File: src/logic/mvo_pkg.sv
// Constants, codes and helper functions shared by the motor and valve output controller.
package mvo_pkg;

    // ************************************************************
    // Sizes.
    // ************************************************************
    localparam int NUM_FUNC  = 7;
    localparam int NUM_VALVE = 7;
    localparam int AMP_W     = 8;
    localparam int TIME_W    = 17;
    localparam int PARK_W    = 12;
    localparam int IRQ_W     = NUM_FUNC + NUM_VALVE;
    localparam int FN_VALVES = 3;

    // ************************************************************
    // Timing, with the millisecond tick as the common time base.
    // ************************************************************
    localparam int CLK_PERIOD_NS        = 10;
    localparam int TICK_PERIOD_NS       = 1_000_000;
    localparam int TICK_CYCLES          = TICK_PERIOD_NS / CLK_PERIOD_NS;
    localparam int INRUSH_BLANK_TIME_MS = 80;
    localparam int COOL_DOWN_S          = 30;
    localparam int MAX_ON_MIN           = 2;
    localparam int PARK_TIME_MS         = 3000;
    localparam int THRESH_AMPS          = 29;
    localparam int BUDGET_CENTI_AS      = 12158;
    localparam logic [TIME_W-1:0] INRUSH_TICKS = TIME_W'(INRUSH_BLANK_TIME_MS);
    localparam logic [TIME_W-1:0] COOL_TICKS   = TIME_W'(COOL_DOWN_S * 1000);
    localparam logic [TIME_W-1:0] MAX_ON_TICKS = TIME_W'(MAX_ON_MIN * 60 * 1000);
    localparam logic [TIME_W-1:0] BUDGET_AMS   = TIME_W'(BUDGET_CENTI_AS * 10);
    localparam logic [PARK_W-1:0] PARK_TICKS   = PARK_W'(PARK_TIME_MS);
    localparam logic [AMP_W-1:0]  THRESH       = AMP_W'(THRESH_AMPS);

    // ************************************************************
    // Command and fuse codes.
    // ************************************************************
    localparam int CMD_W  = 2;
    localparam int FUSE_W = 3;
    localparam logic [CMD_W-1:0]  CMD_IDLE    = 2'h0;
    localparam logic [CMD_W-1:0]  CMD_EXTEND  = 2'h1;
    localparam logic [CMD_W-1:0]  CMD_RETRACT = 2'h2;
    localparam logic [CMD_W-1:0]  CMD_STOP    = 2'h3;
    localparam logic [FUSE_W-1:0] FUSE_NONE   = 3'h0;
    localparam logic [FUSE_W-1:0] FUSE_LAST   = 3'h4;

    // ************************************************************
    // Register map and field positions.
    // ************************************************************
    localparam logic [7:0] REG_CMD      = 8'h00;
    localparam logic [7:0] REG_FUSE     = 8'h04;
    localparam logic [7:0] REG_PUMP     = 8'h08;
    localparam logic [7:0] REG_STATUS   = 8'h0c;
    localparam logic [7:0] REG_IRQ_STAT = 8'h10;
    localparam logic [7:0] REG_IRQ_CLR  = 8'h14;
    localparam logic [7:0] REG_IRQ_EN   = 8'h18;
    localparam int PUMP_SEL_BIT = 2;
    localparam int IRQ_HOT_LSB  = NUM_FUNC;

    // ************************************************************
    // Valve and terminal positions.
    // ************************************************************
    localparam int VALVE_OUT_ONE  = 0;
    localparam int SHARED_VALVE_A = 3;
    localparam int SHARED_VALVE_B = 4;
    localparam int PUMP_EXTEND    = 5;
    localparam int PUMP_RETRACT   = 6;
    localparam int TERM_POS_BATT  = 0;
    localparam int TERM_POS_GND   = 1;
    localparam int TERM_NEG_BATT  = 2;
    localparam int TERM_NEG_GND   = 3;

    // ************************************************************
    // Helpers.
    // ************************************************************
    function automatic logic mvo_cmd_drives(input logic [CMD_W-1:0] c);
        return (c == CMD_EXTEND) || (c == CMD_RETRACT);
    endfunction

    function automatic logic mvo_fuse_valid(input logic [FUSE_W-1:0] f);
        return (f != FUSE_NONE) && (f <= FUSE_LAST);
    endfunction

endpackage

File: src/logic/mvo_top.sv
// Top of the motor and valve output controller: registers, output sequencing and interlocks.
//
// Decided for this implementation: the register offsets and the plain strobed port.
`timescale 1ns/1ns
module mvo_top #(
    parameter int TICK_CYCLES = mvo_pkg::TICK_CYCLES
) (
    // Clock and reset.
    input  wire logic                                         sys_clk,
    input  wire logic                                         arst_n,
    // Register port.
    input  wire logic [7:0]                                   reg_addr,
    input  wire logic [31:0]                                  reg_wdata,
    input  wire logic                                         reg_wr,
    input  wire logic                                         reg_rd,
    output logic [31:0]                                       reg_rdata,
    // Measurements and driver faults.
    input  wire logic [mvo_pkg::NUM_FUNC*mvo_pkg::AMP_W-1:0]  fn_current_amps,
    input  wire logic [mvo_pkg::NUM_VALVE-1:0]                valve_hot_pin,
    // Function relays.
    output logic [mvo_pkg::NUM_FUNC*4-1:0]                    fn_term,
    output logic [mvo_pkg::NUM_FUNC*2-1:0]                    fuse_select,
    output logic [mvo_pkg::NUM_FUNC-1:0]                      fuse_connect,
    // Valve drivers.
    output logic [mvo_pkg::NUM_VALVE-1:0]                     valve_drive,
    output logic [mvo_pkg::NUM_VALVE-1:0]                     valve_oe_n,
    // Manual switch supply.
    output logic                                              manual_switch_supply_pos,
    output logic                                              manual_switch_supply_neg,
    // Interrupt.
    output logic                                              irq
);

    // ************************************************************
    // State.
    // ************************************************************
    typedef struct packed {
        logic [mvo_pkg::NUM_FUNC-1:0][mvo_pkg::CMD_W-1:0]   cmd;
        logic [mvo_pkg::NUM_FUNC-1:0][mvo_pkg::FUSE_W-1:0]  fuse;
        logic [2:0]                                         pump;
        logic [mvo_pkg::IRQ_W-1:0]                          irq_stat;
        logic [mvo_pkg::IRQ_W-1:0]                          irq_en;
        logic [31:0]                                        rdata;
        logic [mvo_pkg::NUM_FUNC-1:0][mvo_pkg::PARK_W-1:0]  park;
        logic [mvo_pkg::NUM_FUNC-1:0]                       was_active;
        logic [mvo_pkg::NUM_VALVE-1:0]                      hot_meta;
        logic [mvo_pkg::NUM_VALVE-1:0]                      hot_sync;
        logic [mvo_pkg::NUM_FUNC-1:0][3:0]                  term;
        logic [mvo_pkg::NUM_VALVE-1:0]                      valve;
        logic                                               msw_closed;
        logic                                               irq;
    } mvo_top_type;

    mvo_top_type                    s;
    mvo_top_type                    next_s;
    logic                           tick_ms;
    logic [mvo_pkg::NUM_FUNC-1:0]   fn_request;
    logic [mvo_pkg::NUM_FUNC-1:0]   fn_fuse_ok;
    logic [mvo_pkg::NUM_FUNC-1:0]   ch_run;
    logic [mvo_pkg::NUM_FUNC-1:0]   ch_cool;
    logic [mvo_pkg::NUM_FUNC-1:0]   ch_trip;
    logic [mvo_pkg::NUM_FUNC-1:0]   fn_active;
    logic [mvo_pkg::NUM_FUNC-1:0]   stop_written;
    logic [mvo_pkg::NUM_VALVE-1:0]  valve_want;
    logic [mvo_pkg::NUM_VALVE-1:0]  hot_event;
    logic [mvo_pkg::IRQ_W-1:0]      irq_clear;
    logic                           pump_ext;
    logic                           pump_ret;

    // ************************************************************
    // Time base and per-function guards.
    // ************************************************************
    mvo_tick #(
        .CYCLES (TICK_CYCLES)
    ) u_tick (
        .sys_clk (sys_clk),
        .arst_n  (arst_n),
        .tick    (tick_ms)
    );

    // One guard per function output, each with its own timers.
    for (genvar f = 0; f < mvo_pkg::NUM_FUNC; f++) begin : g_chan
        mvo_chan u_chan (
            .sys_clk   (sys_clk),
            .arst_n    (arst_n),
            .tick_ms   (tick_ms),
            .fuse_ok   (fn_fuse_ok[f]),
            .request   (fn_request[f]),
            .load_amps (fn_current_amps[f*mvo_pkg::AMP_W +: mvo_pkg::AMP_W]),
            .run       (ch_run[f]),
            .cooling   (ch_cool[f]),
            .trip      (ch_trip[f])
        );
    end

    // ************************************************************
    // Function activity.
    // ************************************************************

    // A function drives only with a drive command, a fuse and a guard that allows it.
    always_comb begin
        for (int f = 0; f < mvo_pkg::NUM_FUNC; f++) begin
            fn_request[f] = mvo_pkg::mvo_cmd_drives(s.cmd[f]);
            fn_fuse_ok[f] = mvo_pkg::mvo_fuse_valid(s.fuse[f]);
            fn_active[f]  = fn_request[f] && fn_fuse_ok[f] && ch_run[f];
            stop_written[f] = reg_wr && (reg_addr == mvo_pkg::REG_CMD)
                && (reg_wdata[f*mvo_pkg::CMD_W +: mvo_pkg::CMD_W] == mvo_pkg::CMD_STOP);
        end
    end

    // Pump direction and the valves that follow their functions.
    always_comb begin
        pump_ext = (s.pump[mvo_pkg::CMD_W-1:0] == mvo_pkg::CMD_EXTEND);
        pump_ret = (s.pump[mvo_pkg::CMD_W-1:0] == mvo_pkg::CMD_RETRACT);
        valve_want = '0;
        for (int v = 0; v < mvo_pkg::FN_VALVES; v++) begin
            valve_want[mvo_pkg::VALVE_OUT_ONE + v] = fn_active[v];
        end
        // One of the two shared valves, picked by the pump select bit, rides on whichever pump direction is commanded.
        valve_want[mvo_pkg::SHARED_VALVE_A] = (pump_ext || pump_ret) && !s.pump[mvo_pkg::PUMP_SEL_BIT];
        valve_want[mvo_pkg::SHARED_VALVE_B] = (pump_ext || pump_ret) && s.pump[mvo_pkg::PUMP_SEL_BIT];
        valve_want[mvo_pkg::PUMP_EXTEND]    = pump_ext;
        valve_want[mvo_pkg::PUMP_RETRACT]   = pump_ret;
        hot_event = valve_want & s.hot_sync;
        irq_clear = (reg_wr && (reg_addr == mvo_pkg::REG_IRQ_CLR)) ? reg_wdata[mvo_pkg::IRQ_W-1:0] : '0;
    end

    // ************************************************************
    // Next state.
    // ************************************************************
    always_comb begin
        next_s = s;
        next_s.rdata = 32'h0;

        // Register writes.
        if (reg_wr) begin
            case (reg_addr)
                mvo_pkg::REG_CMD: begin
                    next_s.cmd = reg_wdata[mvo_pkg::NUM_FUNC*mvo_pkg::CMD_W-1:0];
                end
                mvo_pkg::REG_FUSE: begin
                    next_s.fuse = reg_wdata[mvo_pkg::NUM_FUNC*mvo_pkg::FUSE_W-1:0];
                end
                mvo_pkg::REG_PUMP: begin
                    next_s.pump = reg_wdata[2:0];
                end
                mvo_pkg::REG_IRQ_EN: begin
                    next_s.irq_en = reg_wdata[mvo_pkg::IRQ_W-1:0];
                end
                default: begin
                end
            endcase
        end

        // Register reads; data stand one cycle after the strobe and unmapped offsets read zero.
        if (reg_rd) begin
            case (reg_addr)
                mvo_pkg::REG_CMD: begin
                    next_s.rdata = 32'(s.cmd);
                end
                mvo_pkg::REG_FUSE: begin
                    next_s.rdata = 32'(s.fuse);
                end
                mvo_pkg::REG_PUMP: begin
                    next_s.rdata = 32'(s.pump);
                end
                mvo_pkg::REG_STATUS: begin
                    next_s.rdata = 32'({ch_cool, fn_active});
                end
                mvo_pkg::REG_IRQ_STAT: begin
                    next_s.rdata = 32'(s.irq_stat);
                end
                mvo_pkg::REG_IRQ_EN: begin
                    next_s.rdata = 32'(s.irq_en);
                end
                default: begin
                    next_s.rdata = 32'h0;
                end
            endcase
        end

        // Sticky events; a new event in the cycle of its clear survives.
        next_s.irq_stat = (s.irq_stat & ~irq_clear) | {hot_event, ch_trip};
        next_s.irq = |(next_s.irq_stat & next_s.irq_en);

        // Thermal fault pins are asynchronous, so they pass two flops first.
        next_s.hot_meta = valve_hot_pin;
        next_s.hot_sync = s.hot_meta;

        // Terminal drive per function: direction while active, brake while parked, else open.
        for (int f = 0; f < mvo_pkg::NUM_FUNC; f++) begin
            next_s.was_active[f] = fn_active[f];
            if (fn_active[f]) begin
                next_s.park[f] = '0;
            end else if (stop_written[f] || s.was_active[f]) begin
                next_s.park[f] = mvo_pkg::PARK_TICKS;
            end else if (tick_ms && (s.park[f] != '0)) begin
                next_s.park[f] = s.park[f] - 1'b1;
            end
            next_s.term[f] = 4'h0;
            if (fn_active[f] && (s.cmd[f] == mvo_pkg::CMD_EXTEND)) begin
                next_s.term[f][mvo_pkg::TERM_POS_BATT] = 1'b1;
                next_s.term[f][mvo_pkg::TERM_NEG_GND] = 1'b1;
            end else if (fn_active[f]) begin
                next_s.term[f][mvo_pkg::TERM_NEG_BATT] = 1'b1;
                next_s.term[f][mvo_pkg::TERM_POS_GND] = 1'b1;
            end else if (next_s.park[f] != '0) begin
                // Both sides to ground stops the motor quickly instead of letting it coast.
                next_s.term[f][mvo_pkg::TERM_POS_GND] = 1'b1;
                next_s.term[f][mvo_pkg::TERM_NEG_GND] = 1'b1;
            end
        end

        // Valves are cut while their driver reports overheating.
        next_s.valve = valve_want & ~s.hot_sync;

        // The supply relay only looks at activity, which includes each guard's run state, so manual switches
        // have power whenever no function is driving.
        next_s.msw_closed = ~|fn_active;
    end

    // State register.
    always_ff @(posedge sys_clk or negedge arst_n) begin
        if (!arst_n) begin
            s <= '{msw_closed: 1'b1, default: '0};
        end else begin
            s <= next_s;
        end
    end

    // ************************************************************
    // Outputs.
    // ************************************************************

    // Fuse position codes one to four map onto select values zero to three.
    always_comb begin
        for (int f = 0; f < mvo_pkg::NUM_FUNC; f++) begin
            fuse_select[f*2 +: 2] = fn_fuse_ok[f] ? 2'(s.fuse[f] - 1'b1) : 2'h0;
        end
    end

    assign fuse_connect = fn_fuse_ok;
    assign reg_rdata    = s.rdata;
    assign fn_term      = s.term;

    // An idle valve is released, not pulled low.
    assign valve_drive = s.valve;
    assign valve_oe_n  = ~s.valve;

    assign manual_switch_supply_pos = s.msw_closed;
    assign manual_switch_supply_neg = s.msw_closed;
    assign irq                      = s.irq;

endmodule // mvo_top

File: src/logic/mvo_tick.sv
// Divider that makes a one-cycle millisecond enable pulse.
`timescale 1ns/1ns
module mvo_tick #(
    parameter int CYCLES = mvo_pkg::TICK_CYCLES
) (
    // Clock and reset.
    input  wire logic sys_clk,
    input  wire logic arst_n,
    // Enable pulse.
    output logic      tick
);

    typedef struct packed {
        logic [31:0] count;
        logic        tick;
    } mvo_tick_type;

    mvo_tick_type s;
    mvo_tick_type next_s;

    // Count to the period and pulse once per wrap.
    always_comb begin
        next_s = s;
        next_s.tick = 1'b0;
        if (s.count >= 32'(CYCLES - 1)) begin
            next_s.count = 32'h0;
            next_s.tick = 1'b1;
        end else begin
            next_s.count = s.count + 32'h1;
        end
    end

    // State register.
    always_ff @(posedge sys_clk or negedge arst_n) begin
        if (!arst_n) begin
            s <= '0;
        end else begin
            s <= next_s;
        end
    end

    assign tick = s.tick;

endmodule // mvo_tick

File: src/logic/mvo_chan.sv
// Per-function over-current guard with integrated energy, cool-down and re-arm.
`timescale 1ns/1ns
module mvo_chan (
    // Clock and reset.
    input  wire logic                        sys_clk,
    input  wire logic                        arst_n,
    // Time base and request.
    input  wire logic                        tick_ms,
    input  wire logic                        fuse_ok,
    input  wire logic                        request,
    input  wire logic [mvo_pkg::AMP_W-1:0]   load_amps,
    // Status.
    output logic                             run,
    output logic                             cooling,
    output logic                             trip
);

    typedef enum logic [1:0] {CH_IDLE, CH_RUN, CH_COOL, CH_WAIT_RELEASE} mvo_ch_state_type;

    typedef struct packed {
        mvo_ch_state_type                  state;
        logic [mvo_pkg::TIME_W-1:0]        timer;
        logic [mvo_pkg::TIME_W-1:0]        energy;
        logic                              trip;
    } mvo_ch_type;

    mvo_ch_type                 s;
    mvo_ch_type                 next_s;
    logic [mvo_pkg::AMP_W-1:0]  excess;
    logic [mvo_pkg::TIME_W-1:0] timer_inc;
    logic [mvo_pkg::TIME_W-1:0] energy_sum;

    // Each channel keeps its own account, so one trip never blocks another.
    always_comb begin
        next_s = s;
        next_s.trip = 1'b0;
        excess = (load_amps > mvo_pkg::THRESH) ? load_amps - mvo_pkg::THRESH : '0;
        timer_inc = s.timer + 1'b1;
        // Current is only charged once the inrush window has passed.
        energy_sum = (s.timer >= mvo_pkg::INRUSH_TICKS) ? s.energy + mvo_pkg::TIME_W'(excess) : s.energy;
        case (s.state)
            CH_IDLE: begin
                if (request && fuse_ok) begin
                    next_s.state = CH_RUN;
                    next_s.timer = '0;
                    next_s.energy = '0;
                end
            end
            CH_RUN: begin
                if (!request || !fuse_ok) begin
                    next_s.state = CH_IDLE;
                end else if (tick_ms) begin
                    next_s.timer = timer_inc;
                    next_s.energy = energy_sum;
                    // Amp-milliseconds above the threshold against the budget, plus the flat time cap.
                    if (energy_sum >= mvo_pkg::BUDGET_AMS || timer_inc >= mvo_pkg::MAX_ON_TICKS) begin
                        next_s.state = CH_COOL;
                        next_s.timer = '0;
                        next_s.trip = 1'b1;
                    end
                end
            end
            CH_COOL: begin
                // Requests are simply not looked at while cooling.
                if (tick_ms) begin
                    next_s.timer = timer_inc;
                    if (timer_inc >= mvo_pkg::COOL_TICKS) begin
                        next_s.state = CH_WAIT_RELEASE;
                    end
                end
            end
            CH_WAIT_RELEASE: begin
                // A held button must not restart the motor on its own.
                if (!request) begin
                    next_s.state = CH_IDLE;
                end
            end
            default: begin
                next_s.state = CH_IDLE;
            end
        endcase
    end

    // State register.
    always_ff @(posedge sys_clk or negedge arst_n) begin
        if (!arst_n) begin
            s <= '{state: CH_IDLE, default: '0};
        end else begin
            s <= next_s;
        end
    end

    assign run     = (s.state == CH_RUN);
    assign cooling = (s.state == CH_COOL);
    assign trip    = s.trip;

endmodule // mvo_chan

File: config.mk
export PLATFORM = sky130hd
export DESIGN_NAME = mvo_top
export DESIGN_NICKNAME = d
export VERILOG_FILES = /design/src/logic/mvo_pkg.sv /design/src/logic/mvo_top.sv /design/src/logic/mvo_tick.sv /design/src/logic/mvo_chan.sv
export SDC_FILE = /design/constraint.sdc
export NUM_CORES = 1
export LEC_CHECK = 0
export ABC_AREA = 1
export BUFFER_PORTS_ARGS = -buffer_cell sky130_fd_sc_hd__buf_2
export CAP_MARGIN = 20
export CORE_MARGIN = 8
export CORE_UTILIZATION = 35
export DETAILED_ROUTE_END_ITERATION = 10
export GPL_TIMING_DRIVEN = 0
export PLACE_DENSITY = 0.5
export SYNTH_ARGS = -nofsm -noshare
export SYNTH_HDL_FRONTEND = slang
export SYNTH_SLANG_ARGS = --single-unit
export TNS_END_PERCENT = 20
File: constraint.sdc
create_clock -name sys_clk -period 6.7 [get_ports sys_clk]
set_input_delay 1.34 -clock sys_clk [delete_from_list [all_inputs] [get_ports sys_clk]]
set_output_delay 1.34 -clock sys_clk [all_outputs]
set_load 0.02 [all_outputs]
# Word level (Yosys, flattened, before mapping)
# Index checks and enable logic that the tools add are counted.
dict set report totals {
  input_bits 107
  reg_bits 532
  wordCells 610
  out_inout_bits 98
}
dict set report op_classes {
  reduce_logical 160
  n_eq_ne 106
  order_cmp 43
  addsub 36
  mux 189
  n_bitwise 8
}
# op count
set ops {}
lappend ops {{$pmux 17 s3} 7}
lappend ops {{$mux 19} 14}
lappend ops {{$mux 37} 7}
lappend ops {{$mux 12} 21}
lappend ops {{$mux 36} 7}
lappend ops {{$mux 35} 7}
lappend ops {{$ge 17x17->1 const B} 14}
lappend ops {{$pmux 17 s2} 7}
lappend ops {{$reduce_bool 12->1} 14}
lappend ops {{$pmux 21 s6} 1}
lappend ops {{$add 17x1->17 const B} 7}
lappend ops {{$add 17x8->17} 7}
lappend ops {{$ge 17x15->1 const B} 7}
lappend ops {{$ge 17x7->1 const B} 7}
lappend ops {{$mux 17} 7}
lappend ops {{$ne 2x2->1 const B} 42}
lappend ops {{$sub 12x1->12 const B} 7}
lappend ops {{$mux 2} 35}
lappend ops {{$eq 2x2->1 const B} 29}
lappend ops {{$mux 1} 57}
lappend ops {{$gt 8x5->1 const B} 7}
lappend ops {{$mux 8} 7}
lappend ops {{$pmux 2 s4} 7}
lappend ops {{$sub 8x5->8 const B} 7}
lappend ops {{other kinds (30)} 210}

# Logic depth before layout (Yosys ltp)
dict set report depth {
  ltp_word 10
  depth_mapped 30
  mapped_depth_nobuf 29
}

# By module
# From an unflattened synthesis, not the netlist that was laid out.
dict set report hier_totals {
  cells_unflattened 5553
  area_unflattened_um2 37738.7
}
# mod instances cells_per_inst seq_area_each_um2 area_each_um2
set by_module_without_submodules {}
lappend by_module_without_submodules {{mvo_chan (g_chan[0].u_chan ...)} 4 517 925.9 3404.5}
lappend by_module_without_submodules {mvo_top 1 1807 5731.7 12981.2}
lappend by_module_without_submodules {{mvo_chan (g_chan[5].u_chan ...)} 2 510 925.9 3211.8}
lappend by_module_without_submodules {{mvo_chan (g_chan[4].u_chan)} 1 510 925.9 3330.7}
lappend by_module_without_submodules {mvo_tick 1 148 825.8 1385.1}

# Least setup slack after synthesis
# Ideal clock, no wire load.
dict set report synth_path {
  path_type {input to register}
  start {input fn_current_amps[9] (netlist name)}
  end {register g_chan[1].u_chan.s[28] (netlist name)}
  setup_slack_ps 2015
  setup_ps 118
  required_time_ps 6582
  arrival_time_ps 4567
  n_path_buf 1
  stages 30
  cell_sequence {inv_1 ha_1 nor2_1 nand2_1 nor2_1 inv_1 a21oi_1 nor4_1 nor2_1 ha_1 fa_1 nand2_1 nand3_1 nand3_1 nand2_1 nand2_1 nand2_1 nand2_1 nand2_1 nand2_1 nand3_1 nor2_1 nand2_1 nor2_1 nor2_2 nand2_2 nand2_4 buf_6 nand3_1 nand2_1}
}
dict set report synth_between {
  elab_chain_len 10
  elab_cells_between_ends 11
  classes_between {add/sub: 2; order compare: 2; mux: 6; reduce/logical: 1}
}
# item line_no
set synth_lines {}
lappend synth_lines {{start: declaration} mvo_top.sv:18} ;# input wire logic [mvo_pkg::NUM_FUNC*mvo_pkg::AMP_W-1:0] fn_current_amps,
lappend synth_lines {{$sub 8x5->8 or $gt 8x5->1 (tied branches)} mvo_chan.sv:37} ;# excess = (load_amps > mvo_pkg::THRESH) ? load_amps - mvo_pkg::THRESH : '0;
lappend synth_lines {{$mux 8 *} mvo_chan.sv:37}
lappend synth_lines {{$add 17x8->17 *} mvo_chan.sv:40} ;# energy_sum = (s.timer >= mvo_pkg::INRUSH_TICKS) ? s.energy + mvo_pkg::TIME_W'(excess) : s.energy;
lappend synth_lines {{$mux 17 *} mvo_chan.sv:40}
lappend synth_lines {{$ge 17x17->1 *} mvo_chan.sv:56} ;# if (energy_sum >= mvo_pkg::BUDGET_AMS || timer_inc >= mvo_pkg::MAX_ON_TICKS) begin
lappend synth_lines {{$logic_or 1x1->1 *} mvo_chan.sv:56}
lappend synth_lines {{$mux 19 *} mvo_chan.sv:56}
lappend synth_lines {{$mux 37 *} mvo_chan.sv:52} ;# end else if (tick_ms) begin
lappend synth_lines {{$mux 35 *} mvo_chan.sv:50} ;# if (!request || !fuse_ok) begin
lappend synth_lines {{$pmux 17 s3 *} mvo_chan.sv:41} ;# case (s.state)
lappend synth_lines {{end signal: assignment} mvo_chan.sv:89} ;# s <= next_s;
lappend synth_lines {{end: declaration} mvo_chan.sv:27} ;# mvo_ch_type s;
# Every way passes the cells marked *; elsewhere a longest branch is shown, timed or not. The select of a mux whose other input is x is not followed.
# A chain may end at the register's enable or synchronous reset.

# Worst setup path after layout
dict set report layout_path {
  start {input fn_current_amps[40] (netlist name)}
  end {register g_chan[5].u_chan.s[25] (netlist name)}
}
dict set report layout_between {
  elab_chain_len 10
  elab_cells_between_ends 11
  classes_between {add/sub: 2; order compare: 2; mux: 6; reduce/logical: 1}
}
# item line_no
set layout_lines {}
lappend layout_lines {{$sub 8x5->8 or $gt 8x5->1 (tied branches)} mvo_chan.sv:37}
lappend layout_lines {{$mux 8 *} mvo_chan.sv:37}
lappend layout_lines {{$add 17x8->17 *} mvo_chan.sv:40}
lappend layout_lines {{$mux 17 *} mvo_chan.sv:40}
lappend layout_lines {{$ge 17x17->1 *} mvo_chan.sv:56}
lappend layout_lines {{$logic_or 1x1->1 *} mvo_chan.sv:56}
lappend layout_lines {{$mux 19 *} mvo_chan.sv:56}
lappend layout_lines {{$mux 37 *} mvo_chan.sv:52}
lappend layout_lines {{$mux 35 *} mvo_chan.sv:50}
lappend layout_lines {{$pmux 17 s3 *} mvo_chan.sv:41}
lappend layout_lines {{end signal: assignment} mvo_chan.sv:89}
lappend layout_lines {{end: declaration} mvo_chan.sv:27}
# Marks and branches as above.

==> results.py <==
metrics = {
    "run_status": {
        "status": "finished, final reports clean",
    },
    "synth": {
        "yosysMostFrequentCell": "nand2_1",
        "yosys_warnings": 0,
        "synth_top_area_frac": 0.366,
        "yosysTopAreaCell": "dfrtp_1",
        "synth_edf_count": 0,
        "synth-seq-area-share": 0.367,
        "synth_area_per_cell_um2": 6.74,
        "synth_cell_types": 58,
        "netlist_top_cells_area": "dfrtp_1 (37%), nand2_1 (17%), inv_1 (8.7%), nor2_1 (6.1%), nand3_1 (5.9%)",
        "synthArstFlopShare": 1.00,
        "ys_ff_latch": 521,
        "syn_area_um2": 35500,
        "synth_flop_cell": "dfrtp_1",
        "synthCells": 5269,
        "synth_common_cells": "nand2_1 (1631), inv_1 (828), nor2_1 (580)",
    },
    "setup_path": {
        "ff2ff_path_depth": 13,
        "cp_max_fo": 10,
        "r2r_slack_ns": 2.38,
        "crit_path_max_incr_delay_ns": 0.46,
        "cp_common_cell": "nand2_1",
        "crit_required_ns": 7.19,
        "setup.worst_path.start": "fn_current_amps[40]",
        "crit_end": "g_chan[5].u_chan.s[25]$_DFFE_PN0P_",
        "endpoint_kind": "flip-flop",
        "path_class": "in2reg",
        "startpoint_type": "primary input",
        "rr_startpoint": "s[211]$_DFFE_PN0P_",
        "cpMaxStageDelayCell": "fa_1",
        "arrival_ns": 4.96,
        "r2r_end": "fn_term[11]$_DFF_PN0_",
    },
    "sta": {
        "worst_slew_pin_slew_ns": 1.02,
        "fin_tns_setup_ns": 0,
        "slew_violations": 0,
        "setup_viol": 0,
        "max_freq_mhz": 224,
        "hold_viol_final": 0,
        "fin_ws_ns": 2.23,
        "finalCriticalPeriod_ns": 4.47,
        "worst_clock_skew_ns": 0.0265,
        "rsz0062_at_grt": "no",
        "max_slew_margin": 0.315,
        "min_period_over_period": 0.667,
    },
    "die": {
        "io_pins": 205,
        "start_util": 0.351,
        "die_w_um": 335,
        "die_h_um": 335,
        "row_count": 117,
        "dieArea_um2": 112000,
        "core_area_um2": 101000,
    },
    "drt": {
        "vias": 33300,
        "drt_iter0_drc": 2183,
        "wl_per_cell_um": 15.0,
        "viasPerCell": 4.76,
        "postRouteAntennaNets": 0,
        "firstDrtPassIters": 7,
        "wirelength_mm": 105,
        "drc": 0,
    },
    "clock_tree": {
        "cts_made_buffers": 70,
        "clk_pin_slew_worst_paths_ns": 0.06,
        "htree_levels": 3,
        "numClockSinks": 521,
        "cts-root-buf": "clkbuf_16",
        "postCtsHoldBufs": 0,
        "postCtsSetupRepairBufs": 0,
        "cts_tree": "done",
        "clock_latency_ns": 0.64,
        "cts_resized": 0,
        "cts_buffer_depth": 3,
    },
    "grt": {
        "grtUsageMet2": 0.292,
        "use_met3": 0.0392,
        "grt_pass1_wl_mm": 170,
        "gr-total-overflow": 0,
        "grt_use_total": 0.185,
        "busiest_layer": "met2",
        "grt_pass1_vias": 32200,
        "grt_max_degree": 112,
        "grtUsageMet1": 0.256,
        "antenna_found_initial": 19,
    },
    "power": {
        "p_leak_nw": 21.3,
        "vdd_drop_max_uv": 161,
        "p_per_area_nw_per_um2": 319,
        "report.power.total_mw": 13.1,
    },
    "cells_and_area": {
        "syn_to_final_growth_pct": 15.3,
        "fillCellCount": 10900,
        "drive_gt1_frac": 0.0885,
        "final_nets": 5821,
        "fin_cells": 6992,
    },
    "place": {
        "place_inst": 6855,
        "gp_congestion": 0.886,
        "dp_hpwl_mm": 80.5,
        "dp_slack_ns": 1.08,
        "io_buffers": 182,
    },
    "hold_path": {
        "hold_path.class": "reg2reg",
    },
    "job": {
        "drv_cap": 0,
    },
}
## layer usage
metal / up-vias / part of all wire
met5: - / 0.00064
met4: 10 / 0.026
met3: 164 / 0.061
met2: 614 / 0.43
met1: 15300 / 0.48
li1: 17200 / -
## cells in the final DEF, fill, tap and decap left out, types with 8 or more instances in the layout
| cell type | instances |
|---|---|
| buf_6 | 8 |
| a221oi_1 | 13 |
| clkbuf_16 | 70 |
| inv_2 | 15 |
| conb_1 | 26 |
| a31oi_1 | 11 |
| dfrtp_1 | 520 |
| xnor2_1 | 28 |
| clkbuf_1 | 56 |
| clkinv_1 | 8 |
| o22ai_1 | 57 |
| xor2_1 | 82 |
| a32o_1 | 8 |
| nor2_2 | 20 |
| ha_1 | 144 |
| nor3b_1 | 20 |
| nand3_1 | 420 |
| nor4_1 | 17 |
| inv_1 | 828 |
| bufinv_16 | 10 |
| nand2_2 | 9 |
| a21oi_1 | 117 |
| o211ai_1 | 10 |
| nor3_1 | 113 |
| o21ai_0 | 260 |
| nor2_1 | 580 |
| nand2_1 | 1631 |
| buf_4 | 81 |
| nand4_1 | 94 |
| clkinvlp_4 | 8 |
| buf_2 | 201 |
| nand3b_1 | 19 |
| or2_2 | 8 |
| clkbuf_8 | 8 |
## power breakdown
part | switching, mW | internal, mW | total, mW
registers | 0.563 | 3.77 | 4.34
clock network | 1.60 | 2.44 | 4.03
logic | 3.14 | 1.57 | 4.71
## cells by family after synthesis
family                   after synthesis  synth area share
AO/OA/AOI/OAI                        520            0.0827
adder cells (fa/ha/maj)              151            0.0546
flip-flops                           521             0.367
other                                  1          0.000106
XOR/XNOR                             111            0.0276
AND/OR/NAND/NOR                     2962             0.351
buffers and inverters               1003             0.117
## registers in the layout, indices dropped and copies added (netlist names), named ones only
name                      cells
g_chan.u_chan.s             245
g_chan.u_chan.trip            7
fn_term                      28
reg_rdata                    21
s                           164
valve_drive                   7
u_tick.s                     32
next_s                        7
manual_switch_supply_neg      1
irq                           1
u_tick.tick                   1
## critical path: cells and delay by family
kind                       cells  cell delay (ns)
AOI/OAI and AO/OA              2             0.13
buffers and inverters          5             0.65
and+or+nand+nor               22             1.97
adders and majority gates      3             0.86
## per-stage QoR
stage	utilization	area (um^2)	hold WS (ns)
2_1_floorplan	-	35600	0.331
3_3_place_gp	0.378	38300	0.335
3_5_place_dp	0.380	38500	0.336
4_1_cts	0.404	41000	0.331
5_1_grt	0.404	41000	0.346
6_report	0.405	41000	0.333
## how the worst min path moves through the flow
stage                                 end            startpoint  cells past startpoint  slack [ns]
after floorplan           s[37]$_DFF_PN0_  next_s[37]$_DFF_PN0_                      0        0.33
after global placement    s[43]$_DFF_PN0_  next_s[43]$_DFF_PN0_                      0        0.33
after detailed placement  s[43]$_DFF_PN0_  next_s[43]$_DFF_PN0_                      0        0.34
after CTS                 s[40]$_DFF_PN0_  next_s[40]$_DFF_PN0_                      0        0.33
after global routing      s[40]$_DFF_PN0_  next_s[40]$_DFF_PN0_                      0        0.35
final                     s[40]$_DFF_PN0_  next_s[40]$_DFF_PN0_                      0        0.33
## layout make-up
type,count,area (um^2),area share
Sequential cell,521,13000,0.318
Inverter,851,3190,0.0779
Clock inverter,36,582,0.0142
Multi-Input combinational cell,3770,18400,0.450
Tap cell,1368,1710,0.0418
Timing Repair Buffer,197,1130,0.0277
Antenna cell,7,17.5,0.000427
Buffer,152,956,0.0233
Clock buffer,90,1910,0.0465
Note: power is estimated with default switching activity, not from simulation.
